--- src/uds_pkg.sv ---
package uds_pkg;

  // Receive FIFO geometry
  localparam int unsigned FIFO_DEPTH = 16;
  localparam int unsigned FIFO_AW = 4;
  localparam int unsigned CNT_W = 5;
  localparam logic [4:0] CNT_FULL = 5'h10;
  localparam logic [4:0] CNT_ONE = 5'h01;
  localparam logic [4:0] CNT_EMPTY = 5'h00;

  // Register byte offsets
  localparam logic [11:0] OFS_DATA = 12'h000;
  localparam logic [11:0] OFS_STATUS = 12'h004;
  localparam logic [11:0] OFS_LINE_CTRL = 12'h008;
  localparam logic [11:0] OFS_RAW_INT = 12'h00c;
  localparam logic [11:0] OFS_INT_MASK = 12'h010;
  localparam logic [11:0] OFS_FIFO_LEVEL = 12'h014;

  // Flag positions in the data register
  localparam int unsigned DR_FE_BIT = 8;
  localparam int unsigned DR_PE_BIT = 9;
  localparam int unsigned DR_BE_BIT = 10;
  localparam int unsigned DR_OE_BIT = 11;

  // Flag positions in the receive status register
  localparam int unsigned RS_FE_BIT = 0;
  localparam int unsigned RS_PE_BIT = 1;
  localparam int unsigned RS_BE_BIT = 2;
  localparam int unsigned RS_OE_BIT = 3;

  // Line control bits used here
  localparam int unsigned LC_PEN_BIT = 1;
  localparam int unsigned LC_EPS_BIT = 2;
  localparam int unsigned LC_FEN_BIT = 4;
  localparam int unsigned LC_SPS_BIT = 7;
  localparam logic [7:0] LC_RESET = 8'h00;

  // Interrupt bits, shared by raw status and mask
  localparam int unsigned INT_RX = 0;
  localparam int unsigned INT_OE = 1;
  localparam int unsigned INT_BE = 2;
  localparam int unsigned INT_PE = 3;
  localparam int unsigned INT_FE = 4;
  localparam int unsigned INT_W = 5;
  localparam logic [4:0] INT_RESET = 5'h00;

  localparam logic [3:0] RS_RESET = 4'h0;
  localparam logic [31:0] WORD_ZERO = 32'h0000_0000;
  localparam logic [7:0] CHAR_ZERO = 8'h00;

  // Character as delivered by the receive shifter
  typedef struct packed {
    logic stop_bit;   // Sampled stop bit
    logic parity_bit; // Sampled parity bit
    logic [7:0] data; // Data bits
  } uds_rx_char_t;

  // FIFO entry, upper bits ordered as in the data register
  typedef struct packed {
    logic brk;        // Break
    logic par_err;    // Parity error
    logic frm_err;    // Framing error
    logic [7:0] data; // Character
  } uds_rx_entry_t;

  // Receive acceptance state
  typedef enum logic {
    RX_RUN = 1'b0,
    RX_WAIT_IDLE = 1'b1
  } uds_rx_state_t;

endpackage

--- src/uds_rxmem.sv ---
`timescale 1ns/10ps
module uds_rxmem
  import uds_pkg::*;
(
  input wire logic clk,                          // Clock
  input wire logic ce,                           // Clock enable
  input wire logic we,                           // Write strobe
  input wire logic [uds_pkg::FIFO_AW-1:0] waddr, // Write address
  input uds_pkg::uds_rx_entry_t wdata,           // Write data
  input wire logic [uds_pkg::FIFO_AW-1:0] raddr, // Read address
  output uds_pkg::uds_rx_entry_t rdata           // Registered read data
);

  uds_rx_entry_t mem [FIFO_DEPTH]; // Entry storage

  // Write port
  always_ff @(posedge clk)
  begin
    if (ce && we)
    begin
      mem[waddr] <= wdata;
    end
  end

  // Read port, registered so the head settles one cycle after a pointer move
  always_ff @(posedge clk)
  begin
    if (ce)
    begin
      rdata <= mem[raddr];
    end
  end

endmodule

--- src/uds_top.sv ---
`timescale 1ns/10ps
module uds_top
  import uds_pkg::*;
(
  input wire logic MCLK,                   // System clock, 100 MHz
  input wire logic SRST,                   // Synchronous reset, high
  input wire logic CE,                     // Clock enable, freezes all state
  input wire logic HSEL,                   // Slave select
  input wire logic [31:0] HADDR,           // Byte address
  input wire logic [1:0] HTRANS,           // Transfer type
  input wire logic HWRITE,                 // Write when high
  input wire logic [2:0] HSIZE,            // Word only
  input wire logic HREADY,                 // Bus ready
  input wire logic [31:0] HWDATA,          // Write data
  output logic [31:0] HRDATA,              // Read data
  output logic HREADYOUT,                  // Slave ready
  output logic HRESP,                      // Always OKAY
  input wire logic RX_VALID,               // Character from shifter, pulse
  input uds_pkg::uds_rx_char_t RX_CHAR,    // Received character
  input wire logic RX_LINE,                // Receive line level
  output logic TX_VALID,                   // Character to transmit, pulse
  output logic [7:0] TX_DATA,              // Character to transmit
  output logic IRQ                         // Interrupt level
);

  ////////////////////////////////////////////////////////////////////////
  // Bus slave

  logic wr_pend;              // Write data phase pending
  logic rd_pend;              // Read data phase pending
  logic [11:0] ph_addr;       // Captured offset
  logic addr_take;            // Address phase accepted
  logic wr_do;                // Write data taken this cycle
  logic rd_do;                // Read answer loaded this cycle

  assign addr_take = HSEL && HTRANS[1] && HREADY;
  assign wr_do = CE && wr_pend;
  assign rd_do = CE && rd_pend;

  // Address phase capture; reads cost one wait state
  always_ff @(posedge MCLK)
  begin
    if (SRST)
    begin
      wr_pend <= 1'b0;
      rd_pend <= 1'b0;
      ph_addr <= OFS_DATA;
      HREADYOUT <= 1'b1;
    end
    else if (CE)
    begin
      wr_pend <= addr_take && HWRITE;
      rd_pend <= addr_take && !HWRITE;
      if (addr_take)
      begin
        ph_addr <= HADDR[11:0];
      end
      // Low while a read answer is being fetched
      HREADYOUT <= !(addr_take && !HWRITE);
    end
  end

  // Errors are never signalled
  always_ff @(posedge MCLK)
  begin
    HRESP <= 1'b0;
  end

  ////////////////////////////////////////////////////////////////////////
  // Control registers

  logic [7:0] line_control_reg; // Parity and FIFO settings
  logic [INT_W-1:0] int_mask;   // Interrupt mask
  logic wr_dr;                  // Data register write
  logic wr_ecr;                 // Error-clear write

  assign wr_dr = wr_do && (ph_addr == OFS_DATA);
  assign wr_ecr = wr_do && (ph_addr == OFS_STATUS);

  // Line control and mask, written by software
  always_ff @(posedge MCLK)
  begin
    if (SRST)
    begin
      line_control_reg <= LC_RESET;
      int_mask <= INT_RESET;
    end
    else if (wr_do && ph_addr == OFS_LINE_CTRL)
    begin
      line_control_reg <= HWDATA[7:0];
    end
    else if (wr_do && ph_addr == OFS_INT_MASK)
    begin
      int_mask <= HWDATA[INT_W-1:0];
    end
  end

  // Transmit handoff, one pulse per write
  always_ff @(posedge MCLK)
  begin
    if (SRST)
    begin
      TX_VALID <= 1'b0;
      TX_DATA <= CHAR_ZERO;
    end
    else if (CE)
    begin
      TX_VALID <= wr_dr;
      if (wr_dr)
      begin
        TX_DATA <= HWDATA[7:0];
      end
    end
  end

  ////////////////////////////////////////////////////////////////////////
  // Receive check and break handling

  uds_rx_state_t rx_state;  // Acceptance state
  logic rx_take;            // Character accepted
  logic par_expect;         // Parity bit the settings call for
  logic is_break;           // Whole frame low
  uds_rx_entry_t next_entry; // Entry to store

  assign rx_take = CE && RX_VALID && (rx_state == RX_RUN);
  // Stick parity forces the bit; otherwise even or odd over the data
  assign par_expect = line_control_reg[LC_SPS_BIT] ? !line_control_reg[LC_EPS_BIT]
                    : (line_control_reg[LC_EPS_BIT] ? ^RX_CHAR.data : !(^RX_CHAR.data));
  assign is_break = (RX_CHAR.data == CHAR_ZERO) && !RX_CHAR.stop_bit
                    && !(line_control_reg[LC_PEN_BIT] && RX_CHAR.parity_bit);

  always_comb
  begin
    next_entry.data = RX_CHAR.data;
    next_entry.brk = is_break;
    next_entry.frm_err = !RX_CHAR.stop_bit && !is_break;
    next_entry.par_err = line_control_reg[LC_PEN_BIT] && !is_break
                         && (RX_CHAR.parity_bit != par_expect);
    if (is_break)
    begin
      next_entry.data = CHAR_ZERO;
    end
  end

  // After a break, ignore the line until it idles high again
  always_ff @(posedge MCLK)
  begin
    if (SRST)
    begin
      rx_state <= RX_RUN;
    end
    else if (CE)
    begin
      case (rx_state)
        RX_RUN:
        begin
          if (RX_VALID && is_break)
          begin
            rx_state <= RX_WAIT_IDLE;
          end
        end
        RX_WAIT_IDLE:
        begin
          if (RX_LINE)
          begin
            rx_state <= RX_RUN;
          end
        end
        default:
        begin
          rx_state <= RX_RUN;
        end
      endcase
    end
  end

  ////////////////////////////////////////////////////////////////////////
  // Receive FIFO

  logic [FIFO_AW-1:0] wr_ptr;   // Next write slot
  logic [FIFO_AW-1:0] rd_ptr;   // Head slot
  logic [CNT_W-1:0] count;      // Entries held
  logic [CNT_W-1:0] count_seen; // Count aligned with registered head
  logic full;                   // No room
  logic push;                   // Entry stored
  logic pop;                    // Head consumed by a data read
  uds_rx_entry_t head;          // Head entry, registered

  // Without FIFO mode the store behaves as a single holding register
  assign full = line_control_reg[LC_FEN_BIT] ? (count == CNT_FULL) : (count != CNT_EMPTY);
  assign push = rx_take && !full;
  assign pop = rd_do && (ph_addr == OFS_DATA) && (count_seen != CNT_EMPTY);

  uds_rxmem u_mem (
    .clk(MCLK),
    .ce(CE),
    .we(push),
    .waddr(wr_ptr),
    .wdata(next_entry),
    .raddr(rd_ptr),
    .rdata(head)
  );

  // Pointers and fill level
  always_ff @(posedge MCLK)
  begin
    if (SRST)
    begin
      wr_ptr <= '0;
      rd_ptr <= '0;
      count <= CNT_EMPTY;
      count_seen <= CNT_EMPTY;
    end
    else if (CE)
    begin
      if (push)
      begin
        wr_ptr <= wr_ptr + 1'b1;
      end
      if (pop)
      begin
        rd_ptr <= rd_ptr + 1'b1;
      end
      if (push && !pop)
      begin
        count <= count + CNT_ONE;
      end
      else if (pop && !push)
      begin
        count <= count - CNT_ONE;
      end
      // Lags a cycle so a read never sees a slot before its data
      count_seen <= count;
    end
  end

  ////////////////////////////////////////////////////////////////////////
  // Error status and interrupts

  logic [3:0] rx_status;        // Receive status flags
  logic [INT_W-1:0] raw_int;    // Sticky events
  logic [INT_W-1:0] int_set;    // Events this cycle
  logic overrun;                // Character lost

  assign overrun = rx_take && full;
  assign int_set = {rx_take && next_entry.frm_err, rx_take && next_entry.par_err,
                    rx_take && next_entry.brk, overrun, push};

  // Flags follow the entry last read; overrun is raised on the spot
  always_ff @(posedge MCLK)
  begin
    if (SRST)
    begin
      rx_status <= RS_RESET;
    end
    else if (CE)
    begin
      if (wr_ecr)
      begin
        rx_status <= RS_RESET;
      end
      if (pop)
      begin
        rx_status[RS_FE_BIT] <= head.frm_err;
        rx_status[RS_PE_BIT] <= head.par_err;
        rx_status[RS_BE_BIT] <= head.brk;
      end
      if (overrun)
      begin
        rx_status[RS_OE_BIT] <= 1'b1;
      end
    end
  end

  // Raw status, write one to clear; a new event beats the clear
  always_ff @(posedge MCLK)
  begin
    if (SRST)
    begin
      raw_int <= INT_RESET;
    end
    else if (CE)
    begin
      if (wr_do && ph_addr == OFS_RAW_INT)
      begin
        raw_int <= (raw_int & ~HWDATA[INT_W-1:0]) | int_set;
      end
      else
      begin
        raw_int <= raw_int | int_set;
      end
    end
  end

  // Interrupt level from a flop
  always_ff @(posedge MCLK)
  begin
    if (SRST)
    begin
      IRQ <= 1'b0;
    end
    else if (CE)
    begin
      IRQ <= |(raw_int & int_mask);
    end
  end

  ////////////////////////////////////////////////////////////////////////
  // Read answer

  // Loaded in the wait cycle; unmapped offsets read zero
  always_ff @(posedge MCLK)
  begin
    if (SRST)
    begin
      HRDATA <= WORD_ZERO;
    end
    else if (rd_do)
    begin
      HRDATA <= WORD_ZERO;
      case (ph_addr)
        OFS_DATA:
        begin
          if (count_seen != CNT_EMPTY)
          begin
            HRDATA[10:0] <= head;
          end
          HRDATA[DR_OE_BIT] <= rx_status[RS_OE_BIT];
        end
        OFS_STATUS: HRDATA[3:0] <= rx_status;
        OFS_LINE_CTRL: HRDATA[7:0] <= line_control_reg;
        OFS_RAW_INT: HRDATA[INT_W-1:0] <= raw_int;
        OFS_INT_MASK: HRDATA[INT_W-1:0] <= int_mask;
        OFS_FIFO_LEVEL: HRDATA[CNT_W-1:0] <= count;
        default: HRDATA <= WORD_ZERO;
      endcase
    end
  end

  ////////////////////////////////////////////////////////////////////////
  // Checks

  a_parity_flag: assert property (@(posedge MCLK) disable iff (SRST)
    (rx_take && line_control_reg[LC_PEN_BIT] && !is_break && RX_CHAR.parity_bit != par_expect)
    |=> raw_int[INT_PE])
    else $error("parity mismatch did not raise its flag");

  a_head_flags_read: assert property (@(posedge MCLK) disable iff (SRST)
    pop |=> (HRDATA[DR_BE_BIT:DR_FE_BIT] == {$past(head.brk), $past(head.par_err), $past(head.frm_err)}))
    else $error("read flags do not belong to head character");

  a_framing_flag: assert property (@(posedge MCLK) disable iff (SRST)
    (rx_take && !RX_CHAR.stop_bit && !is_break) |=> raw_int[INT_FE])
    else $error("low stop bit did not raise framing flag");

  a_tx_pass: assert property (@(posedge MCLK) disable iff (SRST)
    wr_dr |=> (TX_VALID && TX_DATA == $past(HWDATA[7:0])))
    else $error("written byte not handed to transmitter");

  a_rx_data_read: assert property (@(posedge MCLK) disable iff (SRST)
    pop |=> (HRDATA[7:0] == $past(head.data) && HREADYOUT))
    else $error("read data is not the head character");

  a_overrun_now: assert property (@(posedge MCLK) disable iff (SRST)
    (CE && RX_VALID && rx_state == RX_RUN && full)
    |=> (rx_status[RS_OE_BIT] && count == ($past(count) - ($past(pop) ? CNT_ONE : CNT_EMPTY))))
    else $error("overrun not flagged at once");

  a_error_clear: assert property (@(posedge MCLK) disable iff (SRST)
    (wr_ecr && !overrun && !pop) |=> (rx_status == RS_RESET))
    else $error("error clear left a flag set");

  a_break_single: assert property (@(posedge MCLK) disable iff (SRST)
    (rx_take && is_break) |=> (rx_state == RX_WAIT_IDLE && !push))
    else $error("break did not hold off the next character");

  // The line may return high at any time after a break, so only the hold state is checked
  a_break_hold: assert property (@(posedge MCLK) disable iff (SRST)
    (rx_state == RX_WAIT_IDLE) |-> !push)
    else $error("character stored while waiting for idle line");

endmodule

--- config.mk ---
export PLATFORM = sky130hd
export DESIGN_NAME = uds_top
export DESIGN_NICKNAME = d
export VERILOG_FILES = /design/src/uds_pkg.sv /design/src/uds_rxmem.sv /design/src/uds_top.sv
export SDC_FILE = /design/constraint.sdc
export NUM_CORES = 1
export LEC_CHECK = 0
export BUFFER_PORTS_ARGS = -buffer_cell sky130_fd_sc_hd__buf_2
export CORE_MARGIN = 2
export CORE_UTILIZATION = 52
export DETAILED_ROUTE_END_ITERATION = 10
export PLACE_DENSITY_LB_ADDON = 0.3
export REMOVE_ABC_BUFFERS = 1
export SLEW_MARGIN = 30
export SYNTH_ARGS = -nofsm -noshare
export SYNTH_HDL_FRONTEND = slang
export SYNTH_SLANG_ARGS = --single-unit
--- constraint.sdc ---
create_clock -name MCLK -period 3.7 [get_ports MCLK]
set_input_delay 0 -clock MCLK [delete_from_list [all_inputs] [get_ports MCLK]]
set_output_delay 0 -clock MCLK [all_outputs]
set_load 0.05 [all_outputs]
# [Yosys cells after proc, flatten, opt, wreduce, memory -nomap -nowiden]
# Memory sizes are Yosys's and may differ from the RTL's. A register that Yosys moved wholly into a read port is not among the register bits.
# Cells that the tools add are included.
[word_totals] register_bits=78 ramBits=176 input_bits=87 out_inout_bits=44 elab_cells=114 mem_count=1
[classes] add_sub_neg=4 eq_ne=7 n_mux=20 bitwise_logic=7 reduce_logical=57
[memory_table] name="u_mem.mem" depth=16 word_bits=11 rd=1 rd_ports_with_merged_regs=1 write_ports=1 line="uds_rxmem.sv:14" rtl="uds_rx_entry_t mem [FIFO_DEPTH];"
[ops] cell="$logic_and A1 B1 Y1" count=30
[ops] cell="$eq A12 B4 Y1 const B" count=2
[ops] cell="$eq A12 B5 Y1 const B" count=2
[ops] cell="$pmux W4 S6" count=1
[ops] cell="$reduce_and A2 Y1" count=8
[ops] cell="$mux W5" count=3
[ops] cell="$eq A12 B3 Y1 const B" count=1
[ops] cell="$logic_not A12 Y1" count=1
[ops] cell="$mux W11" count=1
[ops] cell="$and A5 B5 Y5" count=2
[ops] cell="$logic_not A1 Y1" count=10
[ops] cell="$or A5 B5 Y5" count=2
[ops] cell="$reduce_bool A5 Y1" count=2
[ops] cell="$add A4 B1 Y4 const B" count=2
[ops] cell="$logic_not A8 Y1" count=1
[ops] cell="$mux W1" count=8
[ops] cell="$mux W4" count=2
[ops] cell="$mux W8" count=1
[ops] cell="$reduce_xor A8 Y1" count=1
[ops] cell="$pmux W3 S2" count=1
[ops] cell="$reduce_bool A2 Y1" count=3
[ops] cell="$add A5 B1 Y5 const B" count=1
[ops] cell="$eq A5 B5 Y1 const B" count=1
[ops] cell="$not A5 Y5" count=1
[ops] cell="7 further kinds" count=8

# [Depth between registers and ports, before layout]
# Gate-level depths: netlist of the first run.
[logic_depth] depth_word=9 mapped_depth=14

# [Modules after synthesis]
# Synthesis of the first run repeated with hierarchy kept, for this count alone.
[unflattened] hier_cells=759 area_unflattened_um2=10894.2
[modules_own_cells] mod="uds_rxmem" n_inst=1 cells_each=306 area_each_um2=7154.4
[modules_own_cells] mod="uds_top" n_inst=1 cells_each=453 area_each_um2=3739.8

# [Least setup slack after synthesis of the first run]
# Ideal clock, no wire load.
[synth_timing] path_kind="reg2reg" startpoint="register ph_addr[5]" endpoint="register count[4]" setup_ns=0.116 t_arrival_ns=3.347 setup_slack_ns=0.237 path_stages_with_launch=14 synth_period_minus_slack_ns=3.463 path_cell_list="dfxtp_1 or4_4 or4_1 buf_2 nor3_4 inv_2 ha_1 inv_1 ha_1 a21o_1 a21oi_1 xnor2_1 a211oi_1 a31o_2"
[synth_between] elab_chain_len=7
[synth_rtl] element="start, declared" line="uds_top.sv:31" rtl="logic [11:0] ph_addr;"
[synth_rtl] element="start signal, assigned" line="uds_top.sv:56" rtl="ph_addr <= HADDR[11:0];"
[synth_rtl] element="$logic_not A12 Y1 *" line="uds_top.sv:192" rtl="assign pop = rd_do && (ph_addr == OFS_DATA) && (count_seen != CNT_EMPTY);"
[synth_rtl] element="$logic_and A1 B1 Y1 * (2 in a row)" line="uds_top.sv:192"
[synth_rtl] element="$logic_not A1 Y1" line="uds_top.sv:224" rtl="if (push && !pop)"
[synth_rtl] element="$logic_and A1 B1 Y1" line="uds_top.sv:224"
[synth_rtl] element="$reduce_bool A2 Y1 (no line)"
[synth_rtl] element="$reduce_and A2 Y1 (no line)"
[synth_rtl] element="end signal, assigned" line="uds_top.sv:226" rtl="count <= count + CNT_ONE;"
[synth_rtl] element="end signal, assigned" line="uds_top.sv:230" rtl="count <= count - CNT_ONE;"
[synth_rtl] element="end, declared" line="uds_top.sv:182" rtl="logic [CNT_W-1:0] count;"
# Every way passes the cells marked *; elsewhere a longest branch is shown, timed or not.
# A chain may end at the register's enable or synchronous reset.

# [Final worst setup path of the first run]
# Ends and elaborated chain as after synthesis.

==> impl_metrics.py, run 1 <==
metrics = {
    "sta": {
        "final-setup-viol-count": 0,
        "slew_violations": 0,
        "max_clock_freq_mhz": 284.3,
        "min_period_over_period_pct": 95.06,
        "finalHoldViolCount": 0,
        "slew_headroom_pct": 37.79,
        "rsz0062_at_grt": "false",
        "setup_tns_ns": 0,
        "fin_worst_skew_ns": 0.01530,
        "min_period_ns": 3.517,
        "tightestPinTransition_ns": 0.9298,
    },
    "yosys": {
        "synth-edff-count": 187,
        "netlist_instances": 736,
        "yosysSeqAreaShare_pct": 66.84,
        "synth-seq-cells": 265,
        "yosysUniqueCellTypes": 48,
        "syn_avg_cell_area_um2": 14.59,
        "synth_area_um2": 10740,
        "synthFlopType": "edfxtp_1",
        "async_reset_ff_share_pct": 0,
        "ys.warnings.count": 0,
    },
    "min_path": {
        "hold_class": "primary input to register",
        "min_path_cells": 3,
        "hold_start": "RX_CHAR[0]",
        "min_to": "u_mem.mem[7][0]",
    },
    "run_status": {
        "status": "complete, no violations",
    },
    "clocking": {
        "numCtsBuffers": 27,
        "clk_pin_slew_ns": 0.06,
        "cts_tree": "done",
        "root_buffer": "clkbuf_16",
        "cts_sinks": 265,
        "htree_num_levels": 1,
        "clock_latency_ns": 0.55,
        "clockBufferDepth": 3,
    },
    "layout": {
        "area_delta_synth_final_pct": 18.99,
        "drive_gt1_share_pct": 23.90,
        "regMostFlops": "u_mem.mem",
        "largest_register_ffs": 176,
        "fin_nets": 967,
        "antennaDiodeCount": 0,
        "final_cell_area_um2": 12780,
        "reg_top3": "u_mem.mem: 176 flops, HRDATA: 12 flops, ph_addr: 12 flops",
    },
    "power": {
        "power.density_nw_per_um2": 493.2,
        "p_total_w": 0.006302,
        "power.leakage_nw": 4.482,
        "ir_drop_mv": 0.3977,
    },
    "setup_path": {
        "crit_type": "register to register",
        "worstReg2RegEnd": "count[4]",
        "crit_arrival_ns": 3.95,
        "rrSetupSlack_ns": 0.18,
        "cp.required_ns": 4.13,
        "reg2regPathDepth": 12,
        "r2r-start": "ph_addr[5]",
        "worstPathMaxFanout": 9,
        "crit_path_end_kind": "register",
        "startpoint_type": "register",
        "cp-startpoint": "ph_addr[5]",
    },
    "global_route": {
        "track_usage_pct": 22.87,
        "met1_usage_pct": 30.56,
        "grt_pass1_wl_um": 37930,
        "grt_overflow": 0,
        "grt_max_degree": 48,
        "antenna_found_initial": 0,
        "met2_usage_pct": 39.98,
        "busiest_layer": "met2",
        "grt_use_met3_pct": 3.519,
        "first_global_vias": 6674,
    },
    "route": {
        "vias": 6530,
        "drt_iter0_drc": 549,
        "wirelength_um": 24570,
        "first_pass_iters": 5,
        "drc": 0,
        "antenna_left": 0,
        "vias_per_cell": 5.644,
        "wl_per_cell_um": 21.24,
    },
    "floorplan": {
        "dieWidth_um": 147.7,
        "die_area_um2": 21820,
        "die_y_um": 147.7,
        "row_count": 52,
        "io_pins": 131,
        "initial_core_util_pct": 53.07,
        "coreArea_um2": 20230,
    },
    "placed_design": {
        "place_congestion": 0.9138,
        "placed_cell_area_um2": 11410,
        "dp_hpwl_um": 15460,
        "port_buffers": 61,
    },
    "flow_run": {
        "cap_viol_max_count": 0,
    },
}
-- routing by layer --
metal	part of all wire, %	up-vias	wire, µm
li1	-	2973	-
met1	41	3261	10050
met2	50	251	12400
met3	6.4	45	1580
met4	2.2	0	536
met5	0	-	0
-- synth_stat cells (2+ instances only) --
master,number,area (µm²)
xnor2_1,12,105.1
or2_2,2,12.51
clkbuf_1,21,78.83
buf_4,21,157.7
a22oi_1,5,37.54
mux2i_1,21,210.2
ha_1,13,162.7
a211oi_1,3,22.52
nor4_1,2,12.51
or3_1,4,25.02
nor2_1,62,232.7
nor3b_1,2,15.01
a21o_1,2,15.01
mux4_2,55,1239
buf_1,12,45.04
nor3_1,6,30.03
edfxtp_1,187,5615
nand4_1,3,18.77
nand3b_1,3,22.52
nand3_1,22,110.1
nand2_1,77,289.0
inv_1,20,75.07
o21ai_0,16,80.08
or4_1,3,22.52
mux2_2,5,56.30
a21oi_1,50,250.2
nand2b_1,5,31.28
a31oi_1,5,31.28
dfxtp_1,78,1562
-- cell families after synthesis --
logic type,count (synthesis),share of synthesized area (%)
flip-flops,265,66.84
adder cells (fa/ha/maj),14,1.701
XOR/XNOR,13,1.060
other,1,0.03492
multiplexers,81,14.02
AND/OR/NAND/NOR,198,8.273
buffers and inverters,76,3.402
AO/OA/AOI/OAI,88,4.673
-- worst max path at each step --
stage | cells after the start | to
6_report | 12 | count[4]
5_1_grt | 12 | count[4]
4_1_cts | 12 | count[4]
3_5_place_dp | 12 | count[4]
3_3_place_gp | 12 | count[4]
2_1_floorplan | 12 | count[4]
-- worst max-delay path: stages (launching register included) --
cell	delay, ns
dfxtp_1	0.32
or4_4	0.56
or4_4	0.60
nor3_4	0.24
inv_2	0.13
ha_1	0.21
inv_1	0.16
ha_1	0.30
a21o_1	0.19
a21oi_1	0.18
xnor2_1	0.17
a211oi_1	0.11
a31o_2	0.23
-- stage by stage --
step,cells,hold slack [ns],setup WS (ns),util [%]
after global routing,1157,0.01637,0.01744,63.15
after global placement,1062,0.2480,0.2264,56.41
after floorplan,701,0.06907,0.2342,-
after CTS,1154,0.00003603,0.08992,62.91
after detailed placement,1062,0.2597,0.1156,56.41
final,1157,0.002537,0.1827,63.15
-- power breakdown --
part           switching [W]  internal (W)  leakage [nW]
Sequential         0.0000259       0.00321          2.37
Combinational       0.000232      0.000132          1.68
Clock                0.00111       0.00159         0.441
-- cell usage in the layout (no fill, tap or decap), types with 4 or more instances in the layout --
master,count
a31oi_1,5
nor2_2,6
nor2_1,57
nand3_1,22
ha_1,13
clkinv_2,8
nand2_1,77
a21oi_1,50
dfxtp_1,75
mux2_2,5
clkbuf_16,27
mux4_2,55
clkinv_1,4
o21ai_0,16
nor3_1,6
or3_1,4
buf_4,29
mux2i_1,21
conb_1,21
nand2b_1,5
edfxtp_1,187
a22oi_1,5
xnor2_1,12
dlygate4sd3_1,45
buf_2,61
inv_1,20
-- layout make-up --
class                      instances  area (µm²)
fill                            1455        7457
sequential                       265        7181
multi-input combinational        415        3292
timing repair buffer             136       993.5
clock buffer                      32       714.4
tap                              270       337.8
clock inverter                    18       180.2
inverter                          21       78.83
-- repair_timing --
item | CTS | global route
endpoints found under the setup margin | 0 | 1
gates resized for setup | 0 | 1
hold endpoints to repair | 57 | 48
hold buffers | 42 | 3
setup buffers | 0 | 0
Note: power is estimated with default switching activity, not from simulation.
==> run 2, diff against run 1 <==
--- a/config.mk
+++ b/config.mk
@@ -10,6 +10,7 @@
 export CORE_UTILIZATION = 52
 export DETAILED_ROUTE_END_ITERATION = 10
 export PLACE_DENSITY_LB_ADDON = 0.3
+export RECOVER_POWER = 100
 export REMOVE_ABC_BUFFERS = 1
 export SLEW_MARGIN = 30
 export SYNTH_ARGS = -nofsm -noshare
==> run 2 against run 1 <==
  * The flow now finishes with violations (max-capacitance violations, max-slew violations)
  * Hold slack better by 0.029 ns
  * Via count fell by 0.47%
  * Largest power group unchanged
  * Sequential power about the same
  * Combinational power decreased by 2%
  * Clock skew barely moved
  * Cell count is the same
==> impl_metrics.py, run 2 (same netlist as run 1, synthesis figures left out) <==
metrics = {
    "setup_path": {
        "worstPathMaxFanout": 9,
        "crit_type": "register to register",
        "crit_arrival_ns": 3.94,
        "cp.required_ns": 4.13,
        "crit_path_end_kind": "register",
        "startpoint_type": "register",
        "reg2regPathDepth": 12,
    },
    "clocking": {
        "root_buffer": "clkbuf_16",
        "cts_tree": "done",
        "post-cts-setup-buffer-count": 0,
        "numCtsBuffers": 27,
        "htree_num_levels": 1,
        "clockBufferDepth": 3,
        "cts_sinks": 265,
        "clock_latency_ns": 0.55,
        "clk_pin_slew_ns": 0.06,
    },
    "sta": {
        "setup_tns_ns": 0,
        "slew_headroom_pct": -17.28,
        "min_period_over_period_pct": 94.86,
        "finalHoldViolCount": 0,
        "fin_worst_skew_ns": 0.01517,
        "rsz0062_at_grt": "false",
        "tightestPinTransition_ns": 1.759,
        "final-setup-viol-count": 0,
        "max_clock_freq_mhz": 284.9,
        "min_period_ns": 3.510,
        "slew_violations": 48,
    },
    "power": {
        "comb_power_share_pct": 5.7,
        "ir_drop_mv": 0.3952,
        "clockPowerShare_pct": 42.9,
        "power.switching_w": 0.001361,
        "power.density_nw_per_um2": 497.9,
        "power.leakage_nw": 4.291,
        "seq_power_share_pct": 51.4,
        "p_total_w": 0.006289,
        "p_int_w": 0.004927,
        "swShare_pct": 21.65,
    },
    "route": {
        "first_pass_iters": 5,
        "drt_iter0_drc": 492,
        "drc": 0,
        "wirelength_um": 24600,
        "antenna_left": 0,
        "vias": 6499,
        "vias_per_cell": 5.617,
        "wl_per_cell_um": 21.26,
    },
    "placed_design": {
        "port_buffers": 61,
        "place_congestion": 0.9138,
        "dp_hpwl_um": 15460,
    },
    "floorplan": {
        "row_count": 52,
        "die_y_um": 147.7,
        "dieWidth_um": 147.7,
        "coreArea_um2": 20230,
        "die_area_um2": 21820,
        "io_pins": 131,
        "initial_core_util_pct": 53.07,
    },
    "flow_run": {
        "cap_viol_max_count": 1,
    },
    "global_route": {
        "first_global_vias": 6674,
        "met2_usage_pct": 39.98,
        "busiest_layer": "met2",
        "grt_overflow": 0,
        "grt_pass1_wl_um": 37930,
        "antenna_found_initial": 0,
        "grt_max_degree": 48,
        "met1_usage_pct": 30.56,
        "grt_use_met3_pct": 3.519,
        "track_usage_pct": 22.87,
    },
    "min_path": {
        "min_path_cells": 3,
        "hold_class": "primary input to register",
    },
    "layout": {
        "drive_gt1_share_pct": 18.04,
        "final_common_cell": "edfxtp_1",
        "fillers": 1510,
        "regMostFlops": "u_mem.mem",
        "mostFrequentLayoutCells": "187 x edfxtp_1, 77 x nand2_1, 76 x dfxtp_1, 63 x nor2_1, 55 x mux4_2",
        "fin_nets": 967,
        "area_delta_synth_final_pct": 17.63,
        "largest_register_ffs": 176,
        "reg_top3": "u_mem.mem: 176 flops, HRDATA: 12 flops, ph_addr: 12 flops",
        "antennaDiodeCount": 0,
    },
    "run_status": {
        "violations": "max-capacitance violations, max-slew violations",
        "status": "finished with violations",
    },
}
-- run 2: cell count changes in the layout (fill, tap and decap cells not counted), sizes merged --
cell / delta
clkbuf: +48
buf: -48
-- run 2: power groups by stage --
stage / Combinational (W) / Clock (W) / Sequential, W
6_report: 0.000356 / 0.00270 / 0.00323
3_3_place_gp: 0.000315 / 0 / 0.00329
2_1_floorplan: 0.000207 / 0 / 0.00329
5_1_grt: 0.000390 / 0.00284 / 0.00324
4_1_cts: 0.000356 / 0.00275 / 0.00323
3_5_place_dp: 0.000329 / 0 / 0.00330
-- run 2: metal layers --
metal | share of wire, % | vias up | routed length, µm
met3 | 7.3 | 40 | 1790
li1 | - | 2975 | -
met4 | 2.1 | 0 | 519
met1 | 40 | 3209 | 9863
met2 | 51 | 275 | 12430
met5 | 0 | - | 0
-- run 2: final timing paths --
kind | startpoint | end | slack, ns
hold reg to reg | HRDATA[10] | HRDATA[10] | 0.46
setup reg to reg | ph_addr[5] | count[4] | 0.19
hold / removal | RX_CHAR[2] | u_mem.mem[4][2] | 0.03
setup / recovery | ph_addr[5] | count[4] | 0.19
-- run 2: final cells by class --
cell class | count | area [µm²] | share of cell area (%)
sequential | 265 | 7179 | 56.84
multi-input combinational | 415 | 3272 | 25.90
timing repair buffer | 136 | 868.3 | 6.875
clock buffer | 32 | 714.4 | 5.656
tap | 270 | 337.8 | 2.675
clock inverter | 18 | 180.2 | 1.426
inverter | 21 | 78.83 | 0.6241
-- run 2: metrics by stage --
stage	instance area [µm²]	util, %	std cells	hold WS, ns	setup slack [ns]
floorplan	10530	-	701	0.06907	0.2342
finish	12630	62.42	1157	0.03152	0.1901
global route	12630	62.42	1157	0.06821	0.02229
global placement	11410	56.41	1062	0.2480	0.2264
detailed placement	11410	56.41	1062	0.2597	0.1156
CTS	12730	62.91	1154	0.00003603	0.08992
-- run 2: worst max-delay path: stages, from the launching register on --
cell and delay [ns]:
dfxtp_1 0.32, or4_4 0.56, or4_4 0.60, nor3_4 0.23, inv_2 0.13, ha_1 0.21
inv_1 0.16, ha_1 0.30, a21o_1 0.19, a21oi_1 0.18, xnor2_1 0.17, a211oi_1 0.11
a31o_2 0.23
-- run 2: what timing repair did --
action | in CTS | in global routing
setup endpoints to repair | 0 | 1
gates resized for setup | 0 | 1
endpoints found under the hold margin | 57 | 48
hold buffers | 42 | 3
==> run 3, diff against run 2 <==
--- a/config.mk
+++ b/config.mk
@@ -9,6 +9,7 @@
 export CORE_MARGIN = 2
 export CORE_UTILIZATION = 52
 export DETAILED_ROUTE_END_ITERATION = 10
+export MAX_ROUTING_LAYER = met4
 export PLACE_DENSITY_LB_ADDON = 0.3
 export RECOVER_POWER = 100
 export REMOVE_ABC_BUFFERS = 1
==> run 3 against run 2 <==
  * The flow now finishes without violations
  * Critical path depth unchanged
  * Clock-buffer cell count up 3
  * Clock skew up 0.00060 ns
  * Sequential share of layout area up 0.28 points
  * Sequential cell count unchanged
  * First-iteration DRC count down 6.7%
  * Die area unchanged
  * Routed wire length down 2.4%
  * Cell count down 0.35%
==> impl_metrics.py, run 3 (same netlist as run 1, synthesis figures left out) <==
metrics = {
    "route": {
        "antenna_left": 0,
        "wirelength_um": 24000,
        "first_pass_iters": 8,
        "drc": 0,
        "wl_per_cell_um": 20.81,
        "vias": 6431,
        "drt_iter0_drc": 459,
        "vias_per_cell": 5.578,
    },
    "min_path": {
        "hold_class": "primary input to register",
        "min_path_cells": 3,
    },
    "placed_design": {
        "dp_hpwl_um": 15200,
        "placed_cell_area_um2": 11400,
        "place_congestion": 0.9325,
        "port_buffers": 61,
    },
    "sta": {
        "final-setup-viol-count": 0,
        "min_period_ns": 3.470,
        "slew_violations": 0,
        "min_period_over_period_pct": 93.79,
        "slew_headroom_pct": 2.275,
        "max_clock_freq_mhz": 288.2,
        "setup_tns_ns": 0,
        "finalHoldViolCount": 0,
        "tightestPinTransition_ns": 1.466,
        "rsz0062_at_grt": "false",
        "fin_worst_skew_ns": 0.01576,
    },
    "floorplan": {
        "dieWidth_um": 147.7,
        "die_area_um2": 21820,
        "die_y_um": 147.7,
        "initial_core_util_pct": 53.07,
        "coreArea_um2": 20230,
        "io_pins": 131,
        "row_count": 52,
    },
    "power": {
        "ir_drop_mv": 0.4404,
        "power.density_nw_per_um2": 492.1,
        "p_total_w": 0.006184,
        "power.leakage_nw": 4.267,
    },
    "global_route": {
        "track_usage_pct": 22.93,
        "grt_overflow": 0,
        "first_global_vias": 6567,
        "grt_max_degree": 41,
        "antenna_found_initial": 0,
        "grt_pass1_wl_um": 36890,
    },
    "layout": {
        "fillers": 1490,
        "largest_register_ffs": 176,
        "antennaDiodeCount": 0,
        "drive_gt1_share_pct": 18.46,
        "regMostFlops": "u_mem.mem",
        "reg_top3": "u_mem.mem: 176 flops, HRDATA: 12 flops, ph_addr: 12 flops",
        "final_common_cell": "edfxtp_1",
        "fin_nets": 962,
        "final_cell_area_um2": 12570,
        "mostFrequentLayoutCells": "187 x edfxtp_1, 77 x nand2_1, 76 x dfxtp_1, 63 x nor2_1, 55 x mux4_2",
        "area_delta_synth_final_pct": 17.05,
    },
    "setup_path": {
        "cp_slowest_stage_delay_ns": 0.60,
        "critPathBufInv": 2,
        "worstPathMaxFanout": 9,
        "rrSetupSlack_ns": 0.23,
        "cp_slowest_cell": "or4_4",
        "crit_arrival_ns": 3.90,
        "crit_path_end_kind": "register",
        "reg2regPathDepth": 12,
        "cp.required_ns": 4.13,
        "path_depth": 12,
        "crit_family": "simple AND/OR/NAND/NOR gates",
        "crit_type": "register to register",
        "cp_cell_sequence": "or4_4, or4_4, nor3_4, inv_2, ha_1, inv_1, ha_1, a21o_1, a21oi_1, xnor2_1, a211oi_1, a31o_2",
        "startpoint_type": "register",
    },
    "clocking": {
        "cts_tree": "done",
        "clockBufferDepth": 3,
        "root_buffer": "clkbuf_16",
        "cts_sinks": 265,
        "numCtsBuffers": 28,
        "htree_num_levels": 1,
        "clock_latency_ns": 0.55,
        "clk_pin_slew_ns": 0.06,
        "post-cts-setup-buffer-count": 0,
    },
    "run_status": {
        "status": "complete, no violations",
    },
    "flow_run": {
        "cap_viol_max_count": 0,
    },
}
run 3: worst paths after layout:
kind,end,start
worst min register to register,line_control_reg[3],line_control_reg[3]
worst max register to register,count[4],ph_addr[5]
worst min-delay path,u_mem.mem[4][2],RX_CHAR[2]
worst max-delay path,count[4],ph_addr[5]
run 3: layout make-up:
type | count | area (µm²) | area share (%)
clock buffer | 35 | 767.0 | 6.103
clock inverter | 17 | 117.6 | 0.9358
inverter | 21 | 78.83 | 0.6272
multi-input combinational | 415 | 3272 | 26.03
sequential | 265 | 7179 | 57.12
tap | 270 | 337.8 | 2.688
timing repair buffer | 130 | 815.8 | 6.491
run 3: where the power goes:
part	total [W]	switching, W	internal (W)
Clock	0.00260	0.00112	0.00148
Combinational	0.000351	0.000227	0.000124
Sequential	0.00323	0.0000253	0.00321
Total	0.00618	0.00137	0.00481
run 3: metal layers:
metal / part of all wire (%) / global-route usage (%)
met1: 42 / 28.96
met2: 51 / 39.42
met3: 6.0 / 4.259
met4: 1.2 / 4.375
met5: 0 / -
run 3: repair_timing:
| item | CTS | global route |
|---|---|---|
| hold buffers | 39 | 2 |
| endpoints found under the hold margin | 71 | 32 |
| setup endpoints to repair | 0 | 1 |
| resized for setup | 0 | 1 |
run 3: through the flow:
step / std cells / util (%) / worst slack (ns) / hold slack (ns)
2_1_floorplan: 701 / - / 0.2342 / 0.06907
3_3_place_gp: 1060 / 56.34 / 0.2166 / 0.2478
3_5_place_dp: 1060 / 56.34 / 0.1328 / 0.2651
4_1_cts: 1151 / 62.64 / 0.1116 / 0.02037
5_1_grt: 1153 / 62.11 / 0.01083 / 0.06862
6_report: 1153 / 62.11 / 0.2298 / 0.04334
run 3: worst register-to-register path, delay by kind of cell, from the launching register on:
kind,cells,cell delay [ns]
AOI/OAI and AO/OA,4,0.71
xor gates and xnor gates,1,0.17
adders and majority gates,2,0.52
buffers and inverters,2,0.28
DFF,1,0.31
and+or+nand+nor,3,1.39
